$ cat config.mk
export PLATFORM = sky130hd
export DESIGN_NAME = et10_timer
export DESIGN_NICKNAME = d
export VERILOG_FILES = /design/src/et10_pkg.sv /design/src/et10_prescaler.sv /design/src/et10_sync_edge.sv /design/src/et10_timer.sv
export SDC_FILE = /design/constraint.sdc
export NUM_CORES = 1
export LEC_CHECK = 0
export BUFFER_PORTS_ARGS = -buffer_cell sky130_fd_sc_hd__clkbuf_2
export CAP_MARGIN = 20
export CORE_UTILIZATION = 40
export CTS_CLUSTER_SIZE = 30
export DETAILED_ROUTE_END_ITERATION = 10
export SLEW_MARGIN = 10
export SYNTH_ARGS = -nofsm -noshare
export SYNTH_HDL_FRONTEND = slang
export SYNTH_SLANG_ARGS = --single-unit
$ cat constraint.sdc
create_clock -name clk -period 2.6 [get_ports clk]
set_input_delay 0.52 -clock clk [delete_from_list [all_inputs] [get_ports clk]]
set_output_delay 0.52 -clock clk [all_outputs]
set_load 0.02 [all_outputs]
$ cat src/et10_pkg.sv
package et10_pkg;

    // Counter and register widths.
    localparam int CNT_W  = 10;
    localparam int DATA_W = 8;
    localparam int ADDR_W = 4;

    // Register offsets.
    localparam logic [3:0] OFS_CTRL0  = 4'h0;
    localparam logic [3:0] OFS_CTRL1  = 4'h1;
    localparam logic [3:0] OFS_CTRL2  = 4'h2;
    localparam logic [3:0] OFS_CNT_LO = 4'h3;
    localparam logic [3:0] OFS_CNT_HI = 4'h4;
    localparam logic [3:0] OFS_CMPA_LO = 4'h5;
    localparam logic [3:0] OFS_CMPA_HI = 4'h6;
    localparam logic [3:0] OFS_CMPB_LO = 4'h7;
    localparam logic [3:0] OFS_CMPB_HI = 4'h8;
    localparam logic [3:0] OFS_STATUS = 4'h9;

    // Field positions of control register 0.
    localparam int C0_PAUSE_BIT = 7;
    localparam int C0_CKS_LSB   = 4;
    localparam int C0_ON_BIT    = 3;
    localparam int C0_RP_LSB    = 0;

    // Field positions of control registers 1 and 2 (same layout per channel).
    localparam int CX_MODE_LSB = 6;
    localparam int CX_FUNC_LSB = 4;
    localparam int CX_OC_BIT   = 3;
    localparam int CX_POL_BIT  = 2;
    localparam int C1_DIR_BIT  = 1;
    localparam int C1_CLR_BIT  = 0;
    localparam int C2_PWM_LSB  = 0;

    // Status register flag positions.
    localparam int ST_A_BIT = 0;
    localparam int ST_B_BIT = 1;
    localparam int ST_P_BIT = 2;

    // Values after reset.
    localparam logic [7:0] CTRL_RST = 8'h00;
    localparam logic [9:0] CMP_RST  = 10'h000;

    // Clock source codes.
    localparam logic [2:0] CKS_SYS_DIV4 = 3'h0;
    localparam logic [2:0] CKS_SYS      = 3'h1;
    localparam logic [2:0] CKS_H_DIV16  = 3'h2;
    localparam logic [2:0] CKS_H_DIV64  = 3'h3;
    localparam logic [2:0] CKS_TBC      = 3'h4;
    localparam logic [2:0] CKS_NONE     = 3'h5;
    localparam logic [2:0] CKS_EXT_RISE = 3'h6;
    localparam logic [2:0] CKS_EXT_FALL = 3'h7;

    // Divider ratios of the prescaler.
    localparam int DIV_A = 4;
    localparam int DIV_B = 16;
    localparam int DIV_C = 64;

    // Output function codes.
    localparam logic [1:0] FN_00 = 2'h0;
    localparam logic [1:0] FN_01 = 2'h1;
    localparam logic [1:0] FN_10 = 2'h2;
    localparam logic [1:0] FN_11 = 2'h3;

    typedef enum logic [1:0] {
        MODE_COMPARE = 2'h0,
        MODE_CAPTURE = 2'h1,
        MODE_PWM     = 2'h2,
        MODE_TIMER   = 2'h3
    } et10_mode_t;

    typedef struct packed {
        logic [3:0] addr;
        logic [7:0] wdata;
        logic       wr;
        logic       rd;
    } et10_bus_req_t;

endpackage

$ cat src/et10_prescaler.sv
`timescale 1ns/100ps
module et10_prescaler
    import et10_pkg::*;
(
    // Clock and reset.
    input  wire logic clk,
    input  wire logic resetn,
    // Divided enables.
    output logic      en_div_a,
    output logic      en_div_b,
    output logic      en_div_c
);
    // The high speed clock is taken to be the system clock, so one counter serves all ratios.
    logic [5:0] pre;

    always_ff @(posedge clk or negedge resetn) begin
        if (!resetn) begin
            pre      <= 6'h00;
            en_div_a <= 1'b0;
            en_div_b <= 1'b0;
            en_div_c <= 1'b0;
        end else begin
            pre      <= pre + 6'h01;
            en_div_a <= (pre[1:0] == 2'(DIV_A - 1));
            en_div_b <= (pre[3:0] == 4'(DIV_B - 1));
            en_div_c <= (pre == 6'(DIV_C - 1));
        end
    end
endmodule

$ cat src/et10_sync_edge.sv
`timescale 1ns/100ps
module et10_sync_edge
(
    // Clock and reset.
    input  wire logic clk,
    input  wire logic resetn,
    // Pin and its edges.
    input  wire logic pin,
    output logic      rise,
    output logic      fall
);
    logic s1;
    logic s2;
    logic s3;

    // Only s2 and s3 feed the edge detector; s1 may be metastable.
    always_ff @(posedge clk or negedge resetn) begin
        if (!resetn) begin
            s1 <= 1'b0;
            s2 <= 1'b0;
            s3 <= 1'b0;
        end else begin
            s1 <= pin;
            s2 <= s1;
            s3 <= s2;
        end
    end

    assign rise = s2 & ~s3;
    assign fall = ~s2 & s3;
endmodule

$ cat src/et10_timer.sv
`timescale 1ns/100ps
module et10_timer
    import et10_pkg::*;
(
    // Clock and reset.
    input  wire logic          clk,
    input  wire logic          resetn,
    // Register port.
    input  wire et10_bus_req_t bus_req,
    output logic [7:0]         bus_rdata,
    // Clock sources.
    input  wire logic          tbc_tick,
    input  wire logic          external_clock_pin,
    // Channel A pin.
    input  wire logic          channel_a_pin_in,
    output logic               channel_a_pin_out,
    output logic               channel_a_pin_oe_n,
    // Channel B pin.
    output logic               channel_b_pin_out,
    output logic               channel_b_pin_oe_n,
    // Match request flags.
    output logic               flag_a,
    output logic               flag_b,
    output logic               flag_p
);
    logic [7:0] c0;
    logic [7:0] c1;
    logic [7:0] c2;
    logic [9:0] cnt;
    logic [9:0] compare_a_value;
    logic [9:0] compare_b_value;
    logic       dir;
    logic       on_q;
    logic       a_lvl;
    logic       b_lvl;
    logic       en_div_a;
    logic       en_div_b;
    logic       en_div_c;
    logic       ext_rise;
    logic       ext_fall;
    logic       cap_rise;
    logic       cap_fall;
    logic       tick;

    et10_prescaler u_pre (
        .clk      (clk),
        .resetn   (resetn),
        .en_div_a (en_div_a),
        .en_div_b (en_div_b),
        .en_div_c (en_div_c)
    );

    et10_sync_edge u_ext (
        .clk    (clk),
        .resetn (resetn),
        .pin    (external_clock_pin),
        .rise   (ext_rise),
        .fall   (ext_fall)
    );

    et10_sync_edge u_cap (
        .clk    (clk),
        .resetn (resetn),
        .pin    (channel_a_pin_in),
        .rise   (cap_rise),
        .fall   (cap_fall)
    );

    // Decoded fields.
    et10_mode_t mode;
    logic [2:0] cks;
    logic [2:0] rp;
    logic [1:0] fn_a;
    logic [1:0] fn_b;
    logic       clr_sel;
    logic       oc_a;
    logic       pol_a;
    logic       single;
    logic       center;
    logic       cmp_like;

    assign mode     = et10_mode_t'(c1[CX_MODE_LSB +: 2]);
    assign cks      = c0[C0_CKS_LSB +: 3];
    assign rp       = c0[C0_RP_LSB +: 3];
    assign fn_a     = c1[CX_FUNC_LSB +: 2];
    assign fn_b     = c2[CX_FUNC_LSB +: 2];
    assign clr_sel  = c1[C1_CLR_BIT];
    assign oc_a     = c1[CX_OC_BIT];
    assign pol_a    = c1[CX_POL_BIT];
    assign single   = (mode == MODE_PWM) && (fn_a == FN_11);
    assign center   = (mode == MODE_PWM) && (fn_a == FN_10) && (c2[C2_PWM_LSB +: 2] != 2'h0);
    assign cmp_like = (mode == MODE_COMPARE) || (mode == MODE_TIMER);

    always_comb begin
        case (cks)
            CKS_SYS_DIV4: tick = en_div_a;
            CKS_SYS:      tick = 1'b1;
            CKS_H_DIV16:  tick = en_div_b;
            CKS_H_DIV64:  tick = en_div_c;
            CKS_TBC:      tick = tbc_tick;
            CKS_EXT_RISE: tick = ext_rise;
            CKS_EXT_FALL: tick = ext_fall;
            default:      tick = 1'b0;
        endcase
    end

    // Comparators and events.
    logic [9:0] p_top;
    logic       on_rise;
    logic       run;
    logic       a_hit;
    logic       b_hit;
    logic       p_hit;
    logic       a_evt;
    logic       b_evt;
    logic       p_evt;
    logic       cap_evt;
    logic       clr_evt;

    // A zero period field wraps to the all-ones top, which is the overflow.
    assign p_top   = {rp, 7'h00} - 10'h001;
    assign on_rise = c0[C0_ON_BIT] & ~on_q;
    assign run     = c0[C0_ON_BIT] & ~c0[C0_PAUSE_BIT] & tick & ~on_rise;
    assign a_hit   = (cnt == compare_a_value);
    assign b_hit   = (cnt == compare_b_value);
    assign p_hit   = (cnt == p_top) && !dir;
    assign a_evt   = run & a_hit;
    assign b_evt   = run & b_hit;
    assign p_evt   = run & p_hit & ~single & ~(cmp_like & clr_sel);

    always_comb begin
        case (fn_a)
            FN_00:   cap_evt = cap_rise;
            FN_01:   cap_evt = cap_fall;
            FN_10:   cap_evt = cap_rise | cap_fall;
            default: cap_evt = 1'b0;
        endcase
        cap_evt = cap_evt & (mode == MODE_CAPTURE) & c0[C0_ON_BIT];
    end

    always_comb begin
        if (cmp_like && clr_sel) begin
            clr_evt = run & a_hit;
        end else if (single || center) begin
            clr_evt = 1'b0;
        end else begin
            clr_evt = run & p_hit;
        end
    end

    // Counter; software has no write path to it.
    always_ff @(posedge clk or negedge resetn) begin
        if (!resetn) begin
            cnt <= CMP_RST;
            dir <= 1'b0;
        end else if (on_rise) begin
            cnt <= CMP_RST;
            dir <= 1'b0;
        end else if (run) begin
            if (clr_evt) begin
                cnt <= CMP_RST;
            end else if (center && !dir && p_hit) begin
                dir <= 1'b1;
                cnt <= cnt - 10'h001;
            end else if (dir) begin
                if (cnt == 10'h001) begin
                    dir <= 1'b0;
                end
                cnt <= cnt - 10'h001;
            end else begin
                cnt <= cnt + 10'h001;
            end
        end
    end

    always_ff @(posedge clk or negedge resetn) begin
        if (!resetn) begin
            on_q <= 1'b0;
        end else begin
            on_q <= c0[C0_ON_BIT];
        end
    end

    // Control register 0; a software write wins over the single pulse start and stop.
    logic wr_c0;
    assign wr_c0 = bus_req.wr && (bus_req.addr == OFS_CTRL0);

    always_ff @(posedge clk or negedge resetn) begin
        if (!resetn) begin
            c0 <= CTRL_RST;
        end else if (wr_c0) begin
            c0 <= bus_req.wdata;
        end else if (single && a_evt) begin
            c0[C0_ON_BIT] <= 1'b0;
        end else if (single && ext_rise) begin
            c0[C0_ON_BIT] <= 1'b1;
        end
    end

    // Control registers 1 and 2; the direction bit is stored here but reads back as the counter direction.
    always_ff @(posedge clk or negedge resetn) begin
        if (!resetn) begin
            c1 <= CTRL_RST;
            c2 <= CTRL_RST;
        end else if (bus_req.wr) begin
            if (bus_req.addr == OFS_CTRL1) begin
                c1 <= bus_req.wdata;
            end
            if (bus_req.addr == OFS_CTRL2) begin
                c2 <= bus_req.wdata;
            end
        end
    end

    // Compare values; a capture beats a software write in the same cycle.
    always_ff @(posedge clk or negedge resetn) begin
        if (!resetn) begin
            compare_a_value <= CMP_RST;
            compare_b_value <= CMP_RST;
        end else begin
            if (cap_evt) begin
                compare_a_value <= cnt;
            end else if (bus_req.wr && bus_req.addr == OFS_CMPA_LO) begin
                compare_a_value[7:0] <= bus_req.wdata;
            end else if (bus_req.wr && bus_req.addr == OFS_CMPA_HI) begin
                compare_a_value[9:8] <= bus_req.wdata[1:0];
            end
            if (bus_req.wr && bus_req.addr == OFS_CMPB_LO) begin
                compare_b_value[7:0] <= bus_req.wdata;
            end else if (bus_req.wr && bus_req.addr == OFS_CMPB_HI) begin
                compare_b_value[9:8] <= bus_req.wdata[1:0];
            end
        end
    end

    // Request flags; a new event wins over a write-one-to-clear.
    logic [2:0] st_clr;
    assign st_clr = (bus_req.wr && bus_req.addr == OFS_STATUS) ? bus_req.wdata[2:0] : 3'h0;

    always_ff @(posedge clk or negedge resetn) begin
        if (!resetn) begin
            flag_a <= 1'b0;
            flag_b <= 1'b0;
            flag_p <= 1'b0;
        end else begin
            flag_a <= (a_evt | cap_evt) | (flag_a & ~st_clr[ST_A_BIT]);
            flag_b <= b_evt | (flag_b & ~st_clr[ST_B_BIT]);
            flag_p <= p_evt | (flag_p & ~st_clr[ST_P_BIT]);
        end
    end

    // Compare mode pin levels.
    always_ff @(posedge clk or negedge resetn) begin
        if (!resetn) begin
            a_lvl <= 1'b0;
            b_lvl <= 1'b0;
        end else if (on_rise) begin
            a_lvl <= oc_a;
            b_lvl <= c2[CX_OC_BIT];
        end else begin
            if (a_evt) begin
                case (fn_a)
                    FN_01:   a_lvl <= 1'b0;
                    FN_10:   a_lvl <= 1'b1;
                    FN_11:   a_lvl <= ~a_lvl;
                    default: a_lvl <= a_lvl;
                endcase
            end
            if (b_evt) begin
                case (fn_b)
                    FN_01:   b_lvl <= 1'b0;
                    FN_10:   b_lvl <= 1'b1;
                    FN_11:   b_lvl <= ~b_lvl;
                    default: b_lvl <= b_lvl;
                endcase
            end
        end
    end

    // Channel A pin level before polarity.
    logic a_raw;
    always_comb begin
        if (mode == MODE_COMPARE) begin
            a_raw = a_lvl;
        end else begin
            case (fn_a)
                FN_00:   a_raw = ~oc_a;
                FN_01:   a_raw = oc_a;
                FN_10:   a_raw = (cnt < compare_a_value) ? oc_a : ~oc_a;
                default: a_raw = c0[C0_ON_BIT] ? oc_a : ~oc_a;
            endcase
        end
    end

    // Pins are registered, so they follow the internal level by one cycle.
    always_ff @(posedge clk or negedge resetn) begin
        if (!resetn) begin
            channel_a_pin_out  <= 1'b0;
            channel_a_pin_oe_n <= 1'b1;
            channel_b_pin_out  <= 1'b0;
            channel_b_pin_oe_n <= 1'b1;
        end else begin
            channel_a_pin_out  <= a_raw ^ pol_a;
            channel_a_pin_oe_n <= !((mode == MODE_COMPARE) || (mode == MODE_PWM));
            channel_b_pin_out  <= b_lvl ^ c2[CX_POL_BIT];
            channel_b_pin_oe_n <= (et10_mode_t'(c2[CX_MODE_LSB +: 2]) != MODE_COMPARE);
        end
    end

    // Read port; data stand for exactly one cycle after the strobe.
    always_ff @(posedge clk or negedge resetn) begin
        if (!resetn) begin
            bus_rdata <= 8'h00;
        end else if (bus_req.rd) begin
            case (bus_req.addr)
                OFS_CTRL0:   bus_rdata <= c0;
                OFS_CTRL1:   bus_rdata <= {c1[7:2], dir, c1[0]};
                OFS_CTRL2:   bus_rdata <= c2;
                OFS_CNT_LO:  bus_rdata <= cnt[7:0];
                OFS_CNT_HI:  bus_rdata <= {6'h00, cnt[9:8]};
                OFS_CMPA_LO: bus_rdata <= compare_a_value[7:0];
                OFS_CMPA_HI: bus_rdata <= {6'h00, compare_a_value[9:8]};
                OFS_CMPB_LO: bus_rdata <= compare_b_value[7:0];
                OFS_CMPB_HI: bus_rdata <= {6'h00, compare_b_value[9:8]};
                OFS_STATUS:  bus_rdata <= {5'h00, flag_p, flag_b, flag_a};
                default:     bus_rdata <= 8'h00;
            endcase
        end else begin
            bus_rdata <= 8'h00;
        end
    end
endmodule
# Word-level counts from Yosys, hierarchy flattened
# Cells that the tools add are included.
[word_totals] in_bits=19 wordCells=187 out_inout_bits=15 reg_bits=88
[op_classes] n_eq_ne=33 muxes=35 add_sub_neg=4 bitwise_logic=42 reduce_logical=41 magnitude_cmp=1
[op_table] operator="8-bit case mux with 10 select lines" count=1
[op_table] operator="10-bit two-way mux" count=6
[op_table] operator="10-bit == test" count=3
[op_table] operator="10-bit by 1-bit subtractor with 10-bit output (second input constant)" count=2
[op_table] operator="1-bit AND" count=19
[op_table] operator="1-bit two-way mux" count=18
[op_table] operator="4-bit by 3-bit == test with 1-bit output (second input constant)" count=4
[op_table] operator="8-bit two-way mux" count=2
[op_table] operator="1-bit NOT" count=16
[op_table] operator="1-bit logical AND" count=15
[op_table] operator="2-bit == test (second input constant)" count=7
[op_table] operator="2-bit AND reduction" count=7
[op_table] operator="2-bit nonzero test" count=7
[op_table] operator="4-bit == test (second input constant)" count=3
[op_table] operator="1-bit case mux with 3 select lines" count=4
[op_table] operator="10-bit by 1-bit adder with 10-bit output (second input constant)" count=1
[op_table] operator="10-bit by 1-bit == test with 1-bit output (second input constant)" count=1
[op_table] operator="10-bit < comparator" count=1
[op_table] operator="3-bit == test (second input constant)" count=3
[op_table] operator="4-bit by 2-bit == test with 1-bit output (second input constant)" count=2
[op_table] operator="4-bit nonzero test" count=2
[op_table] operator="1-bit case mux with 7 select lines" count=1
[op_table] operator="6-bit by 1-bit adder with 6-bit output (second input constant)" count=1
[op_table] operator="2-bit by 1-bit == test with 1-bit output (second input constant)" count=3
[op_table] operator="other kinds (15)" count=27

# Longest topological paths before layout
# Gate-level depths: netlist of run 1.
[depth] ltp_word=11 ltp_mapped=9 mapped_depth_nobuf=8

# Hierarchy
# From an unflattened synthesis of run 1, not the netlist that was laid out.
[unflattened] hier_cells=476 hier_area_um2=4983.5
[modules_own_cells] module="et10_timer" area_per_inst_um2=4493.1 cells_per_inst=446 instances=1 seq_area_each_um2=1804.2
[modules_own_cells] module="et10_prescaler" area_per_inst_um2=310.3 cells_per_inst=20 instances=1 seq_area_each_um2=225.2
[modules_own_cells] module="et10_sync_edge" area_per_inst_um2=90.1 cells_per_inst=5 instances=2 seq_area_each_um2=75.1

# Worst setup path before layout of run 1
# OpenSTA, ideal clock, no wires.
[synth_timing] path_type="reg-to-reg" startpoint="register cnt[0]" endpoint="register cnt[7]" period_less_slack_ns=2.331 path_stages_with_launch=10 setup_time_ns=0.121 required_ns=2.479 n_path_buf=2 arrival_time_ns=2.210 setup_slack_ns=0.269 cell_sequence="dfrtp_1 -> clkbuf_1 -> inv_1 -> ha_1 -> nand2_1 -> or4_1 -> nand3b_4 -> buf_2 -> nor2_1 -> o22a_1"
[synth_between] elab_chain_len=8 elab_cells_between_ends=15 cone_classes="add/sub: 2; eq/ne: 2; mux: 7; bitwise: 2; reduce/logical: 2"
[synth_lines] element="start, declared" line_no="et10_timer.sv:29" rtl="logic [9:0] cnt;"
[synth_lines] element="start signal, assigned" line_no="et10_timer.sv:164" rtl="cnt <= cnt - 10'h001;"
[synth_lines] element="start signal, assigned" line_no="et10_timer.sv:169" rtl="cnt <= cnt - 10'h001;"
[synth_lines] element="start signal, assigned" line_no="et10_timer.sv:171" rtl="cnt <= cnt + 10'h001;"
[synth_lines] element="parallel branches: the longest is 5 deep, another holds 10-bit by 1-bit adder with 10-bit output"
[synth_lines] element="10-bit two-way mux (*)" line_no="et10_timer.sv:160" rtl="if (clr_evt) begin"
[synth_lines] element="10-bit two-way mux (*)" line_no="et10_timer.sv:159" rtl="end else if (run) begin"
[synth_lines] element="10-bit two-way mux (*)" line_no="et10_timer.sv:156" rtl="end else if (on_rise) begin"
# Mark *: on every way between the ends. The select of a mux whose other input is x is not followed.
# A chain may end at the register's enable or synchronous reset.

# Final worst setup path of run 1
[layout_timing] startpoint="register c0[0]" endpoint="register cnt[6]"
[layout_between] elab_chain_len=9 elab_cells_between_ends=11 cone_classes="add/sub: 1; eq/ne: 1; mux: 6; bitwise: 1; reduce/logical: 2"
[layout_lines] element="start, declared" line_no="et10_timer.sv:26" rtl="logic [7:0] c0;"
[layout_lines] element="start signal, assigned" line_no="et10_timer.sv:192" rtl="c0 <= bus_req.wdata;"
[layout_lines] element="10-bit by 1-bit subtractor with 10-bit output (*)" line_no="et10_timer.sv:121" rtl="assign p_top = {rp, 7'h00} - 10'h001;"
[layout_lines] element="10-bit == test (*)" line_no="et10_timer.sv:126" rtl="assign p_hit = (cnt == p_top) && !dir;"
[layout_lines] element="1-bit logical AND (*)" line_no="et10_timer.sv:126"
[layout_lines] element="1-bit AND" line_no="et10_timer.sv:147" rtl="clr_evt = run & p_hit;"
[layout_lines] element="1-bit two-way mux" line_no="et10_timer.sv:144" rtl="end else if (single || center) begin"
[layout_lines] element="1-bit two-way mux" line_no="et10_timer.sv:142" rtl="if (cmp_like && clr_sel) begin"
[layout_lines] element="10-bit two-way mux (*)" line_no="et10_timer.sv:160"
[layout_lines] element="10-bit two-way mux (*)" line_no="et10_timer.sv:159"
[layout_lines] element="10-bit two-way mux (*)" line_no="et10_timer.sv:156"
# Mark *: on every way between the ends. The rest lies on a longest branch, timed or not. The select of a mux whose other input is x is not followed.

==> impl_metrics.prom, run 1 <==
# TYPE chip_impl_metric gauge
chip_impl_info{name="result_of_the_run",value="finished clean"} 1
chip_impl_info{name="grt_setup_unrepaired",value="false"} 1
chip_impl_metric{name="worst-endpoint-required",unit="ns"} 2.84
chip_impl_info{name="combinational_family_with_the_most_area_after_synthesis",value="simple AND/OR/NAND/NOR gates"} 1
chip_impl_metric{name="drt.antenna.violating_nets",unit=""} 0
chip_impl_metric{name="ys.warnings.count",unit=""} 0
chip_impl_metric{name="grt_pass1_vias",unit=""} 4088
chip_impl_metric{name="global_route.usage.total",unit="%"} 23.2
chip_impl_info{name="clk_root_buf",value="clkbuf_16"} 1
chip_impl_metric{name="diodes",unit=""} 0
chip_impl_metric{name="post-route-period-util",unit="%"} 89.9
chip_impl_metric{name="yosysTopAreaCellShare",unit="%"} 42.4
chip_impl_metric{name="fillerInstances",unit=""} 1196
chip_impl_info{name="tritoncts_clock_tree",value="yes"} 1
chip_impl_metric{name="post_dp_cell_area",unit="um2"} 5480
chip_impl_metric{name="htree_num_levels",unit=""} 3
chip_impl_metric{name="detailedRoute.firstPassIterationCount",unit=""} 5
chip_impl_metric{name="yosysSeqAreaShare",unit="%"} 43.4
chip_impl_metric{name="dp.final_hpwl",unit="mm"} 10.3
chip_impl_metric{name="postRouteWirelength",unit="mm"} 13.9
chip_impl_metric{name="fp.coreArea",unit="um2"} 12100
chip_impl_metric{name="ys_types",unit=""} 63
chip_impl_metric{name="post_drt_via_cell_ratio",unit=""} 5.69
chip_impl_metric{name="layout.cells.non_filler",unit=""} 710
chip_impl_metric{name="setup_viol",unit=""} 0
chip_impl_metric{name="critical_path_arrival",unit="ns"} 2.57
chip_impl_metric{name="clk_transition_reported_paths",unit="ns"} 0.07
chip_impl_metric{name="post_cts.repair.setup_buffers",unit=""} 0
chip_impl_metric{name="standard_cell_rows",unit=""} 40
chip_impl_metric{name="synth-compound-area-share",unit="%"} 11.9
chip_impl_metric{name="clk_lat_worst_skew",unit="ns"} 0.35
chip_impl_metric{name="finalMaxSlewViolations",unit=""} 0
chip_impl_metric{name="drc",unit=""} 0
chip_impl_metric{name="vias",unit=""} 4039
chip_impl_metric{name="finalNetCount",unit=""} 582
chip_impl_metric{name="achievable-frequency",unit="MHz"} 428
chip_impl_info{name="synth.area.top_cells",value="dfrtp_1, mux2_2, ha_1"} 1
chip_impl_metric{name="initial_utilization",unit="%"} 41.5
chip_impl_info{name="crit_path_start_kind",value="flip-flop"} 1
chip_impl_metric{name="cts_hold_buf",unit=""} 0
chip_impl_metric{name="placement.io_buffers",unit=""} 33
chip_impl_metric{name="ys_ff_latch",unit=""} 87
chip_impl_metric{name="die_x",unit="um"} 114
chip_impl_info{name="top_cell_type_by_total_area_after_synthesis",value="dfrtp_1"} 1
chip_impl_metric{name="cp_max_fo",unit=""} 19
chip_impl_metric{name="timing.slew.headroom",unit="%"} 62.6
chip_impl_metric{name="final_critical_path_setup_slack",unit="ns"} 0.263
chip_impl_metric{name="timing.critical_path.buf_inv",unit=""} 1
chip_impl_metric{name="areaGrowthSynthToFinish",unit="%"} 15.4
chip_impl_metric{name="grt_max_degree",unit=""} 62
chip_impl_metric{name="synth-edff-count",unit=""} 0
chip_impl_metric{name="wire_length_of_the_first_global_routing_pass",unit="mm"} 22.3
chip_impl_metric{name="boundaryPins",unit=""} 34
chip_impl_info{name="cpLargestDelayFamily",value="simple AND/OR/NAND/NOR gates"} 1
chip_impl_metric{name="syn_area",unit="um2"} 5020
chip_impl_metric{name="multiInputGateArea",unit="um2"} 2650
chip_impl_info{name="ys.flop_type",value="dfrtp_1"} 1
chip_impl_metric{name="cts.path.max_buffers",unit=""} 2
chip_impl_metric{name="syn_inst",unit=""} 495
chip_impl_metric{name="hold_violations",unit=""} 0
chip_impl_metric{name="seqCellArea",unit="um2"} 2180
chip_impl_metric{name="cap_viol_max_count",unit=""} 0
chip_impl_metric{name="layout_min_cycle_time",unit="ns"} 2.34
chip_impl_metric{name="numPlacedInstances",unit=""} 694
chip_impl_metric{name="worst_stage_delay_on_the_critical_path",unit="ns"} 0.43
chip_impl_info{name="slowest_stage",value="dfrtp_1"} 1
chip_impl_metric{name="avgRoutedWirePerCell",unit="um"} 19.5
chip_impl_metric{name="fin_area",unit="um2"} 5800
chip_impl_metric{name="yosys.area_share.adder",unit="%"} 6.48
chip_impl_metric{name="post-layout-total-power",unit="mW"} 4.69
chip_impl_metric{name="dp_slack",unit="ns"} 0.251
chip_impl_metric{name="leakage",unit="nW"} 2.61
chip_impl_metric{name="yosys-mux-area-fraction",unit="%"} 13.1
chip_impl_metric{name="power_per_cell_area",unit="nW/um2"} 809
chip_impl_metric{name="worst_slew_pin_slew",unit="ns"} 0.559
chip_impl_metric{name="die_h",unit="um"} 114
chip_impl_metric{name="synth-simple-area-share",unit="%"} 17.2
chip_impl_metric{name="design.die.area",unit="um2"} 13000
chip_impl_metric{name="share_of_async_settable_or_async_resettable_flops_after_synthesis",unit="%"} 100
chip_impl_info{name="critical_path_cell_sequence",value="inv_1, ha_1, xor3_1, nor4_1, nand4b_1, nand3b_4, and3b_1, o22a_1"} 1
chip_impl_metric{name="grt_antenna_before_repair",unit=""} 0
chip_impl_metric{name="gpl.final_weighted_congestion",unit=""} 0.910
chip_impl_metric{name="drt-initial-drc-count",unit=""} 445
chip_impl_metric{name="globalRouteOverflowTotal",unit=""} 0
chip_impl_metric{name="fraction_of_synthesized_cell_area_in_xor_and_xnor_cells",unit="%"} 4.14
chip_impl_metric{name="setup-tns-final",unit="ns"} 0
chip_impl_metric{name="peakVddDrop",unit="mV"} 0.366
chip_impl_info{name="hp-class",value="primary input to async pin"} 1
chip_impl_metric{name="synth_fp_nets",unit=""} 540
chip_impl_metric{name="cts_made_buffers",unit=""} 9
chip_impl_metric{name="cts_sinks",unit=""} 87
chip_impl_info{name="crit_type",value="flip-flop to flip-flop"} 1
chip_impl_info{name="timing.critical_path.to_type",value="flip-flop"} 1
chip_impl_metric{name="finalClockSkew",unit="ns"} 0.00831
chip_impl_metric{name="synth.avg_cell_area",unit="um2"} 10.1
chip_impl_metric{name="cts-resized-gates",unit=""} 0
chip_impl_metric{name="final_layout_size_suffix_gt1_share",unit="%"} 21.4
[cells in the mapped netlist (all sizes together) (5+ instances only)]
library cell and count:
and3 6, inv 28, ha 26, xor2 10
o21ai 21, a21oi 18, o22a 5, nor3 14
nand3 17, mux2i 25, xnor2 11, nand2 52
mux2 32, clkbuf 19, nor2b 10, a211oi 5
dfrtp 85, nor2 25, nand2b 10, nand4 9
nor4 6
[worst reg2reg max path: stages (launching register included)]
cell and delay (ns):
dfrtp_1 0.43, inv_1 0.08, ha_1 0.14, xor3_1 0.43
nor4_1 0.29, nand4b_1 0.23, nand3b_4 0.27, and3b_1 0.21
o22a_1 0.15
[flip-flops by register name, summed over array words and instances (netlist names), 6 cells and up]
signal / count
bus_rdata: 8
c0: 8
c1: 7
c2: 8
cnt: 10
compare_a_value: 10
compare_b_value: 10
u_pre.pre: 6
[final cells by class]
class	instances	share of cell area [%]
Clock buffer	10	4.12
Sequential cell	87	37.6
Timing Repair Buffer	54	5.83
Clock inverter	6	1.27
Multi-Input combinational cell	357	45.7
Inverter	28	1.81
Tap cell	168	3.63
[layer usage]
metal / routed length (um) / track usage (%) / up-vias
met2: 6310 / 35.4 / 167
met5: 0 / 0 / -
li1: - / - / 1848
met3: 994 / 4.46 / 44
met1: 6090 / 32.0 / 1980
met4: 460 / 10.4 / 0
[stage by stage]
stage | utilization, % | hold WS (ns)
2_1_floorplan | - | 0.224
3_3_place_gp | 45.3 | 0.334
4_1_cts | 47.9 | 0.0975
3_5_place_dp | 45.3 | 0.335
6_report | 47.9 | 0.0916
5_1_grt | 47.9 | 0.110
[worst paths after layout]
path                                    start                      endpoint  slack (ns)  depth (start not counted)
setup / recovery            c0[0]$_DFFE_PN0P_            cnt[6]$_DFFE_PN0P_        0.26                          8
hold / removal                         resetn        bus_rdata[2]$_DFF_PN0_        0.09                          1
setup reg to reg            c0[0]$_DFFE_PN0P_            cnt[6]$_DFFE_PN0P_        0.26                          8
hold reg to reg            u_ext.s1$_DFF_PN0_            u_ext.s2$_DFF_PN0_        0.35                          0
max in group asynchronous              resetn  channel_a_pin_oe_n$_DFF_PN1_        1.80                          2
min in group clk             channel_a_pin_in            u_cap.s1$_DFF_PN0_        0.27                          1
[power by group]
| part | internal [mW] | leakage [nW] | total [mW] | switching, mW |
|---|---|---|---|---|
| sequential | 1.64 | 1.09 | 1.92 | 0.283 |
| combinational | 0.612 | 1.37 | 1.40 | 0.789 |
| clock | 0.785 | 0.154 | 1.37 | 0.585 |
[cells by family (layout without fill, tap and decap cells)]
kind of cell             after synthesis  count (layout)
buffers and inverters                 51              98
flip-flops                            87              87
AO/OA/AOI/OAI                         85              85
XOR/XNOR                              22              22
AND/OR/NAND/NOR                      165             165
multiplexers                          59              59
adder cells (fa/ha/maj)               26              26
[cells in the final DEF, fill, tap and decap left out, types with 3 or more instances in the layout]
cell and n:
a211oi_1 5, a21o_1 3, a21oi_1 18, and3_1 6, buf_4 21, clkbuf_16 9
clkbuf_2 32, dfrtp_1 85, ha_1 26, inv_1 28, inv_6 3, mux2_2 32
mux2i_1 25, nand2_1 52, nand2b_1 10, nand3_1 16, nand4_1 9, nand4b_1 3
nor2_1 24, nor2b_1 10, nor3_1 12, nor3b_1 3, nor4_1 5, o21a_1 3
o21ai_0 10, o21ai_1 11, o22a_1 5, o22ai_1 4, xnor2_1 11, xor2_1 10
Note: power is estimated with default switching activity, not from simulation.
==> inputs of run 2 (changes only) <==
--- a/config.mk
+++ b/config.mk
@@ -8,6 +8,7 @@
 export BUFFER_PORTS_ARGS = -buffer_cell sky130_fd_sc_hd__clkbuf_2
 export CAP_MARGIN = 20
 export CORE_UTILIZATION = 40
+export CTS_BUF_LIST = sky130_fd_sc_hd__clkbuf_4 sky130_fd_sc_hd__clkbuf_8
 export CTS_CLUSTER_SIZE = 30
 export DETAILED_ROUTE_END_ITERATION = 10
 export SLEW_MARGIN = 10
==> run 2 against run 1 <==
  * Register-to-register slack about the same
  * Cell area decreased by 1.7%
  * Routed wire length decreased by 0.24%
  * Clock skew increased by 0.0041 ns
  * Die area unchanged
  * Largest cell class unchanged
  * Clock-buffer cell count unchanged
  * Critical path depth unchanged
  * Setup slack got worse by 0.0090 ns
  * Sequential cell count unchanged
==> impl_metrics.prom, run 2 (synthesis gave the netlist of run 1 again) <==
# TYPE chip_impl_metric gauge
chip_impl_metric{name="setup-tns-final",unit="ns"} 0
chip_impl_metric{name="worst_slew_pin_slew",unit="ns"} 0.587
chip_impl_metric{name="standard_cell_rows",unit=""} 40
chip_impl_metric{name="die_x",unit="um"} 114
chip_impl_metric{name="cts_hold_buf",unit=""} 0
chip_impl_metric{name="post_dp_cell_area",unit="um2"} 5480
chip_impl_metric{name="post_drt_via_cell_ratio",unit=""} 5.65
chip_impl_info{name="grt_setup_unrepaired",value="false"} 1
chip_impl_info{name="crit_path_start_kind",value="flip-flop"} 1
chip_impl_metric{name="clk_transition_reported_paths",unit="ns"} 0.10
chip_impl_metric{name="placement.io_buffers",unit=""} 33
chip_impl_info{name="crit_type",value="flip-flop to flip-flop"} 1
chip_impl_metric{name="r2r.worst_path.cells",unit=""} 8
chip_impl_info{name="rr_startpoint",value="c0[0]$_DFFE_PN0P_"} 1
chip_impl_info{name="clk_root_buf",value="clkbuf_8"} 1
chip_impl_metric{name="post-route-period-util",unit="%"} 90.2
chip_impl_metric{name="grt_antenna_before_repair",unit=""} 0
chip_impl_metric{name="fp.coreArea",unit="um2"} 12100
chip_impl_metric{name="cts-resized-gates",unit=""} 0
chip_impl_metric{name="drt.antenna.violating_nets",unit=""} 0
chip_impl_metric{name="htree_num_levels",unit=""} 3
chip_impl_metric{name="boundaryPins",unit=""} 34
chip_impl_metric{name="global_route.usage.total",unit="%"} 23.0
chip_impl_metric{name="gpl.final_weighted_congestion",unit=""} 0.910
chip_impl_metric{name="regToRegSetupSlack",unit="ns"} 0.25
chip_impl_info{name="hp-class",value="primary input to async pin"} 1
chip_impl_info{name="largest_registers",value="cnt (10), compare_a_value (10), compare_b_value (10)"} 1
chip_impl_metric{name="die_h",unit="um"} 114
chip_impl_metric{name="hold_violations",unit=""} 0
chip_impl_metric{name="globalRouteOverflowTotal",unit=""} 0
chip_impl_info{name="worst_r2r_endpoint",value="cnt[6]$_DFFE_PN0P_"} 1
chip_impl_metric{name="setup_viol",unit=""} 0
chip_impl_metric{name="final_layout_size_suffix_gt1_share",unit="%"} 21.4
chip_impl_info{name="mostFrequentLayoutCells",value="dfrtp_1, nand2_1, mux2_2, clkbuf_2, inv_1"} 1
chip_impl_metric{name="grt_max_degree",unit=""} 62
chip_impl_metric{name="cts.path.max_buffers",unit=""} 2
chip_impl_metric{name="worst-endpoint-required",unit="ns"} 2.87
chip_impl_info{name="worst_setup_path_startpoint",value="c0[0]$_DFFE_PN0P_"} 1
chip_impl_metric{name="grt_pass1_vias",unit=""} 4080
chip_impl_info{name="tritoncts_clock_tree",value="yes"} 1
chip_impl_info{name="timing.critical_path.to_type",value="flip-flop"} 1
chip_impl_info{name="layout.cells.most_common",value="dfrtp_1"} 1
chip_impl_info{name="slowest_stage",value="dfrtp_1"} 1
chip_impl_metric{name="fin_area",unit="um2"} 5700
chip_impl_metric{name="peakVddDrop",unit="mV"} 0.403
chip_impl_metric{name="cap_viol_max_count",unit=""} 0
chip_impl_metric{name="post_cts.repair.setup_buffers",unit=""} 0
chip_impl_metric{name="drc",unit=""} 0
chip_impl_metric{name="wire_length_of_the_first_global_routing_pass",unit="mm"} 22.2
chip_impl_metric{name="design.die.area",unit="um2"} 13000
chip_impl_metric{name="areaGrowthSynthToFinish",unit="%"} 13.4
chip_impl_metric{name="cp_max_fo",unit=""} 19
chip_impl_metric{name="worst_stage_delay_on_the_critical_path",unit="ns"} 0.44
chip_impl_metric{name="critical_path_arrival",unit="ns"} 2.62
chip_impl_metric{name="avgRoutedWirePerCell",unit="um"} 19.5
chip_impl_metric{name="cts_made_buffers",unit=""} 9
chip_impl_info{name="result_of_the_run",value="finished clean"} 1
chip_impl_metric{name="finalNetCount",unit=""} 582
chip_impl_metric{name="leakage",unit="nW"} 2.57
chip_impl_metric{name="timing.slew.headroom",unit="%"} 60.8
chip_impl_metric{name="layout_min_cycle_time",unit="ns"} 2.35
chip_impl_metric{name="postRouteWirelength",unit="mm"} 13.8
chip_impl_metric{name="finalClockSkew",unit="ns"} 0.0125
chip_impl_metric{name="clk_lat_worst_skew",unit="ns"} 0.39
chip_impl_metric{name="cts_sinks",unit=""} 87
chip_impl_metric{name="vias",unit=""} 4011
chip_impl_info{name="critical_path_cell_sequence",value="inv_1, ha_1, xor3_1, nor4_1, nand4b_1, nand3b_4, and3b_1, o22a_1"} 1
chip_impl_metric{name="drt-initial-drc-count",unit=""} 412
chip_impl_metric{name="dp.final_hpwl",unit="mm"} 10.3
chip_impl_metric{name="achievable-frequency",unit="MHz"} 426
chip_impl_metric{name="initial_utilization",unit="%"} 41.5
chip_impl_metric{name="finalMaxSlewViolations",unit=""} 0
chip_impl_metric{name="diodes",unit=""} 0
chip_impl_metric{name="power_per_cell_area",unit="nW/um2"} 765
chip_impl_metric{name="detailedRoute.firstPassIterationCount",unit=""} 5
==> run 2: worst max-delay path by stage <==
stage,end
5_1_grt,cnt[6]$_DFFE_PN0P_
4_1_cts,cnt[8]$_DFFE_PN0P_
3_5_place_dp,b_lvl$_DFFE_PN0P_
6_report,cnt[6]$_DFFE_PN0P_
2_1_floorplan,cnt[7]$_DFFE_PN0P_
3_3_place_gp,b_lvl$_DFFE_PN0P_
==> run 2: layer usage <==
metal	vias to the layer above	part of all wire, %	global-route usage (%)
met2	168	46	35.2
met4	0	3.3	11.3
met1	1957	45	31.6
li1	1848	-	-
met3	38	6.2	3.67
met5	-	0	0
==> run 2: per-stage QoR <==
step / util [%] / hold slack [ns] / setup slack, ns / instances / total power [mW]
global placement: 45.3 / 0.334 / 0.295 / 694 / 3.30
floorplan: - / 0.224 / 0.269 / 495 / 2.84
global route: 47.0 / 0.0672 / 0.0916 / 710 / 4.61
finish: 47.0 / 0.0463 / 0.254 / 710 / 4.36
detailed placement: 45.3 / 0.335 / 0.251 / 694 / 3.33
CTS: 47.0 / 0.0483 / 0.279 / 710 / 4.37
==> run 2: critical path: cells and delay by family (launching register included) <==
| kind | cells | cell delay [ns] |
|---|---|---|
| simple gates | 4 | 0.99 |
| flops | 1 | 0.44 |
| xor+xnor | 1 | 0.43 |
| compound gates | 1 | 0.15 |
| fa+ha+maj | 1 | 0.14 |
| buf+inv | 1 | 0.08 |
==> run 2: cell type report <==
class                   count  area [um2]
fillers                  1197        6420
flip-flops and latches     87        2180
clock inverters             6        73.8
clock buffers              10         138
multi-input cells         357        2650
well taps                 168         210
repair buffers             54         338
inverters                  28         105
==> run 2: report_power, final <==
group | leakage, nW | internal (mW) | switching (mW)
Combinational | 1.37 | 0.612 | 0.791
Clock | 0.108 | 0.484 | 0.555
Sequential | 1.09 | 1.63 | 0.284
==> inputs of run 3 (changes only) <==
--- a/config.mk
+++ b/config.mk
@@ -5,6 +5,7 @@
 export SDC_FILE = /design/constraint.sdc
 export NUM_CORES = 1
 export LEC_CHECK = 0
+export ABC_AREA = 1
 export BUFFER_PORTS_ARGS = -buffer_cell sky130_fd_sc_hd__clkbuf_2
 export CAP_MARGIN = 20
 export CORE_UTILIZATION = 40
==> run 3 against run 2 <==
  * Via count is 16% higher
  * First-iteration DRC count is 3.4% lower
  * Utilization is 1.2 points lower
  * Synthesized cell count is 37% higher
  * Highest routed layer unchanged
==> impl_metrics.prom, run 3 <==
# TYPE chip_impl_metric gauge
chip_impl_metric{name="drc",unit=""} 0
chip_impl_info{name="hp-class",value="primary input to async pin"} 1
chip_impl_metric{name="gpl.final_weighted_congestion",unit=""} 0.960
chip_impl_metric{name="drt-initial-drc-count",unit=""} 398
chip_impl_metric{name="setup-tns-final",unit="ns"} 0
chip_impl_metric{name="timing.slew.headroom",unit="%"} 62.1
chip_impl_metric{name="setup_viol",unit=""} 0
chip_impl_info{name="result_of_the_run",value="finished clean"} 1
chip_impl_metric{name="global_route.usage.total",unit="%"} 24.7
chip_impl_metric{name="cts_sinks",unit=""} 87
chip_impl_info{name="tritoncts_clock_tree",value="yes"} 1
chip_impl_metric{name="detailedRoute.firstPassIterationCount",unit=""} 6
chip_impl_metric{name="avgRoutedWirePerCell",unit="um"} 16.9
chip_impl_info{name="timing.critical_path.to_type",value="flip-flop"} 1
chip_impl_metric{name="hold_violations",unit=""} 0
chip_impl_metric{name="cp_max_fo",unit=""} 10
chip_impl_metric{name="placement.io_buffers",unit=""} 33
chip_impl_metric{name="post_drt_via_cell_ratio",unit=""} 5.23
chip_impl_metric{name="die_h",unit="um"} 116
chip_impl_info{name="crit_path_start_kind",value="flip-flop"} 1
chip_impl_metric{name="cts_hold_buf",unit=""} 0
chip_impl_info{name="mostFrequentLayoutCells",value="nand2_1, inv_1, dfrtp_1"} 1
chip_impl_metric{name="fp.coreArea",unit="um2"} 12600
chip_impl_metric{name="achievable-frequency",unit="MHz"} 440
chip_impl_metric{name="power_per_cell_area",unit="nW/um2"} 774
chip_impl_metric{name="synth.avg_cell_area",unit="um2"} 7.65
chip_impl_metric{name="wire_length_of_the_first_global_routing_pass",unit="mm"} 24.5
chip_impl_metric{name="clk_lat_worst_skew",unit="ns"} 0.39
chip_impl_metric{name="r2r.worst_path.cells",unit=""} 8
chip_impl_metric{name="clk_transition_reported_paths",unit="ns"} 0.09
chip_impl_metric{name="cap_viol_max_count",unit=""} 0
chip_impl_metric{name="leakage",unit="nW"} 3.03
chip_impl_metric{name="worst-endpoint-required",unit="ns"} 2.85
chip_impl_metric{name="postRouteWirelength",unit="mm"} 15.1
chip_impl_metric{name="finalMaxSlewViolations",unit=""} 0
chip_impl_info{name="clk_root_buf",value="clkbuf_8"} 1
chip_impl_metric{name="layout_min_cycle_time",unit="ns"} 2.27
chip_impl_metric{name="drt.antenna.violating_nets",unit=""} 0
chip_impl_info{name="rr_startpoint",value="cnt[7]$_DFFE_PN0P_"} 1
chip_impl_metric{name="htree_num_levels",unit=""} 3
chip_impl_metric{name="fillerInstances",unit=""} 1312
chip_impl_info{name="ys_top_cells_by_count",value="nand2_1, inv_1, dfrtp_1, nor2_1, o21ai_0"} 1
chip_impl_metric{name="cts_made_buffers",unit=""} 9
chip_impl_metric{name="grt_pass1_vias",unit=""} 4660
chip_impl_metric{name="cts.path.max_buffers",unit=""} 2
chip_impl_metric{name="synth_fp_nets",unit=""} 724
chip_impl_metric{name="finalNetCount",unit=""} 760
chip_impl_metric{name="standard_cell_rows",unit=""} 41
chip_impl_metric{name="initial_utilization",unit="%"} 41.2
chip_impl_metric{name="areaGrowthSynthToFinish",unit="%"} 11.2
chip_impl_metric{name="hold_slack",unit="ns"} 0.0788
chip_impl_metric{name="synth-edff-count",unit=""} 0
chip_impl_metric{name="peakVddDrop",unit="mV"} 0.395
chip_impl_info{name="yosysMostFrequentCell",value="nand2_1"} 1
chip_impl_metric{name="layout.cells.non_filler",unit=""} 892
chip_impl_metric{name="grt_antenna_before_repair",unit=""} 0
chip_impl_metric{name="cts-resized-gates",unit=""} 0
chip_impl_metric{name="share_of_async_settable_or_async_resettable_flops_after_synthesis",unit="%"} 100
chip_impl_metric{name="regToRegSetupSlack",unit="ns"} 0.33
chip_impl_info{name="crit_type",value="flip-flop to flip-flop"} 1
chip_impl_metric{name="ys.warnings.count",unit=""} 0
chip_impl_metric{name="numPlacedInstances",unit=""} 876
chip_impl_metric{name="finalClockSkew",unit="ns"} 0.0108
chip_impl_metric{name="boundaryPins",unit=""} 34
chip_impl_metric{name="dp_slack",unit="ns"} 0.423
chip_impl_info{name="largest_registers",value="cnt (10), compare_a_value (10), compare_b_value (10)"} 1
chip_impl_metric{name="globalRouteOverflowTotal",unit=""} 0
chip_impl_metric{name="design.die.area",unit="um2"} 13400
chip_impl_metric{name="post-route-period-util",unit="%"} 87.3
chip_impl_metric{name="post-layout-total-power",unit="mW"} 4.47
chip_impl_info{name="worst_r2r_endpoint",value="c0[3]$_DFFE_PN0P_"} 1
chip_impl_metric{name="final_layout_size_suffix_gt1_share",unit="%"} 11.3
chip_impl_metric{name="critical_path_arrival",unit="ns"} 2.52
chip_impl_info{name="top_cell_type_by_total_area_after_synthesis",value="dfrtp_1"} 1
chip_impl_metric{name="yosysTopAreaCellShare",unit="%"} 40.9
chip_impl_info{name="grt_setup_unrepaired",value="false"} 1
chip_impl_metric{name="grt_max_degree",unit=""} 53
chip_impl_metric{name="dp.final_hpwl",unit="mm"} 11.8
chip_impl_metric{name="post_cts.repair.setup_buffers",unit=""} 0
chip_impl_metric{name="yosysSeqAreaShare",unit="%"} 42.0
chip_impl_metric{name="syn_inst",unit=""} 679
chip_impl_metric{name="syn_area",unit="um2"} 5190
chip_impl_metric{name="diodes",unit=""} 0
chip_impl_metric{name="ys_types",unit=""} 42
chip_impl_metric{name="worst_slew_pin_slew",unit="ns"} 0.568
chip_impl_info{name="synth.area.top_cells",value="dfrtp_1, nand2_1, inv_1"} 1
chip_impl_metric{name="vias",unit=""} 4665
chip_impl_metric{name="ys_ff_latch",unit=""} 87
chip_impl_metric{name="final_critical_path_setup_slack",unit="ns"} 0.329
chip_impl_info{name="layout.cells.most_common",value="nand2_1"} 1
chip_impl_metric{name="die_x",unit="um"} 116
chip_impl_info{name="ys.flop_type",value="dfrtp_1"} 1
## run 3: changes by cell type after synthesis, sizes merged, moves of 25 or more
| cell | delta |
|---|---|
| mux2 | -32 |
| nand2 | +139 |
| mux2i | -25 |
| nor2 | +39 |
| inv | +81 |
| o21ai | +36 |
## run 3: layout make-up
type	instances	area [um2]	share of cell area, %
Clock buffer	12	159	2.75
Clock inverter	4	76.3	1.32
Inverter	111	417	7.21
Multi-Input combinational cell	467	2500	43.4
Sequential cell	87	2180	37.7
Tap cell	172	215	3.73
Timing Repair Buffer	39	225	3.90
## run 3: worst max-delay path by stage
| stage | startpoint | endpoint | cells past startpoint |
|---|---|---|---|
| 4_1_cts | cnt[7]$_DFFE_PN0P_ | c0[3]$_DFFE_PN0P_ | 8 |
| 3_3_place_gp | cnt[7]$_DFFE_PN0P_ | c0[3]$_DFFE_PN0P_ | 8 |
| 3_5_place_dp | cnt[7]$_DFFE_PN0P_ | cnt[0]$_DFFE_PN0P_ | 10 |
| 2_1_floorplan | cnt[9]$_DFFE_PN0P_ | cnt[0]$_DFFE_PN0P_ | 10 |
| 5_1_grt | cnt[7]$_DFFE_PN0P_ | c0[3]$_DFFE_PN0P_ | 8 |
| 6_report | cnt[7]$_DFFE_PN0P_ | c0[3]$_DFFE_PN0P_ | 8 |
## run 3: critical path: stages (launching register included)
cell	delay, ns
dfrtp_1	0.54
ha_1	0.38
nand2_1	0.05
nor2_1	0.18
nand2_1	0.07
nor2_1	0.16
nand4_1	0.24
o21ai_0	0.35
o21ai_0	0.15
## run 3: power breakdown
group	internal [mW]	switching (mW)
clock	0.608	0.512
combinational	0.505	0.997
sequential	1.62	0.227
total	2.73	1.74
## run 3: routing by layer
layer	vias to the layer above	wire (um)	track usage, %
li1	2261	-	-
met1	2193	6680	32.2
met2	172	6890	39.3
met3	39	1030	5.86
met4	0	499	10.3
met5	-	0	0
## run 3: logic make-up (layout without fill, tap and decap cells)
group | Yosys count | count (layout) | synth area share, %
AND/OR/NAND/NOR | 309 | 309 | 25.7
buffers and inverters | 125 | 166 | 9.83
AO/OA/AOI/OAI | 114 | 114 | 13.2
flip-flops | 87 | 87 | 42.0
adder cells (fa/ha/maj) | 26 | 26 | 6.26
XOR/XNOR | 18 | 18 | 3.03
## run 3: metrics by stage
stage               utilization (%)  cell area, um2
floorplan                         -            5190
global placement               43.9            5540
detailed placement             43.9            5540
CTS                            45.8            5780
global route                   45.8            5780
finish                         45.8            5780
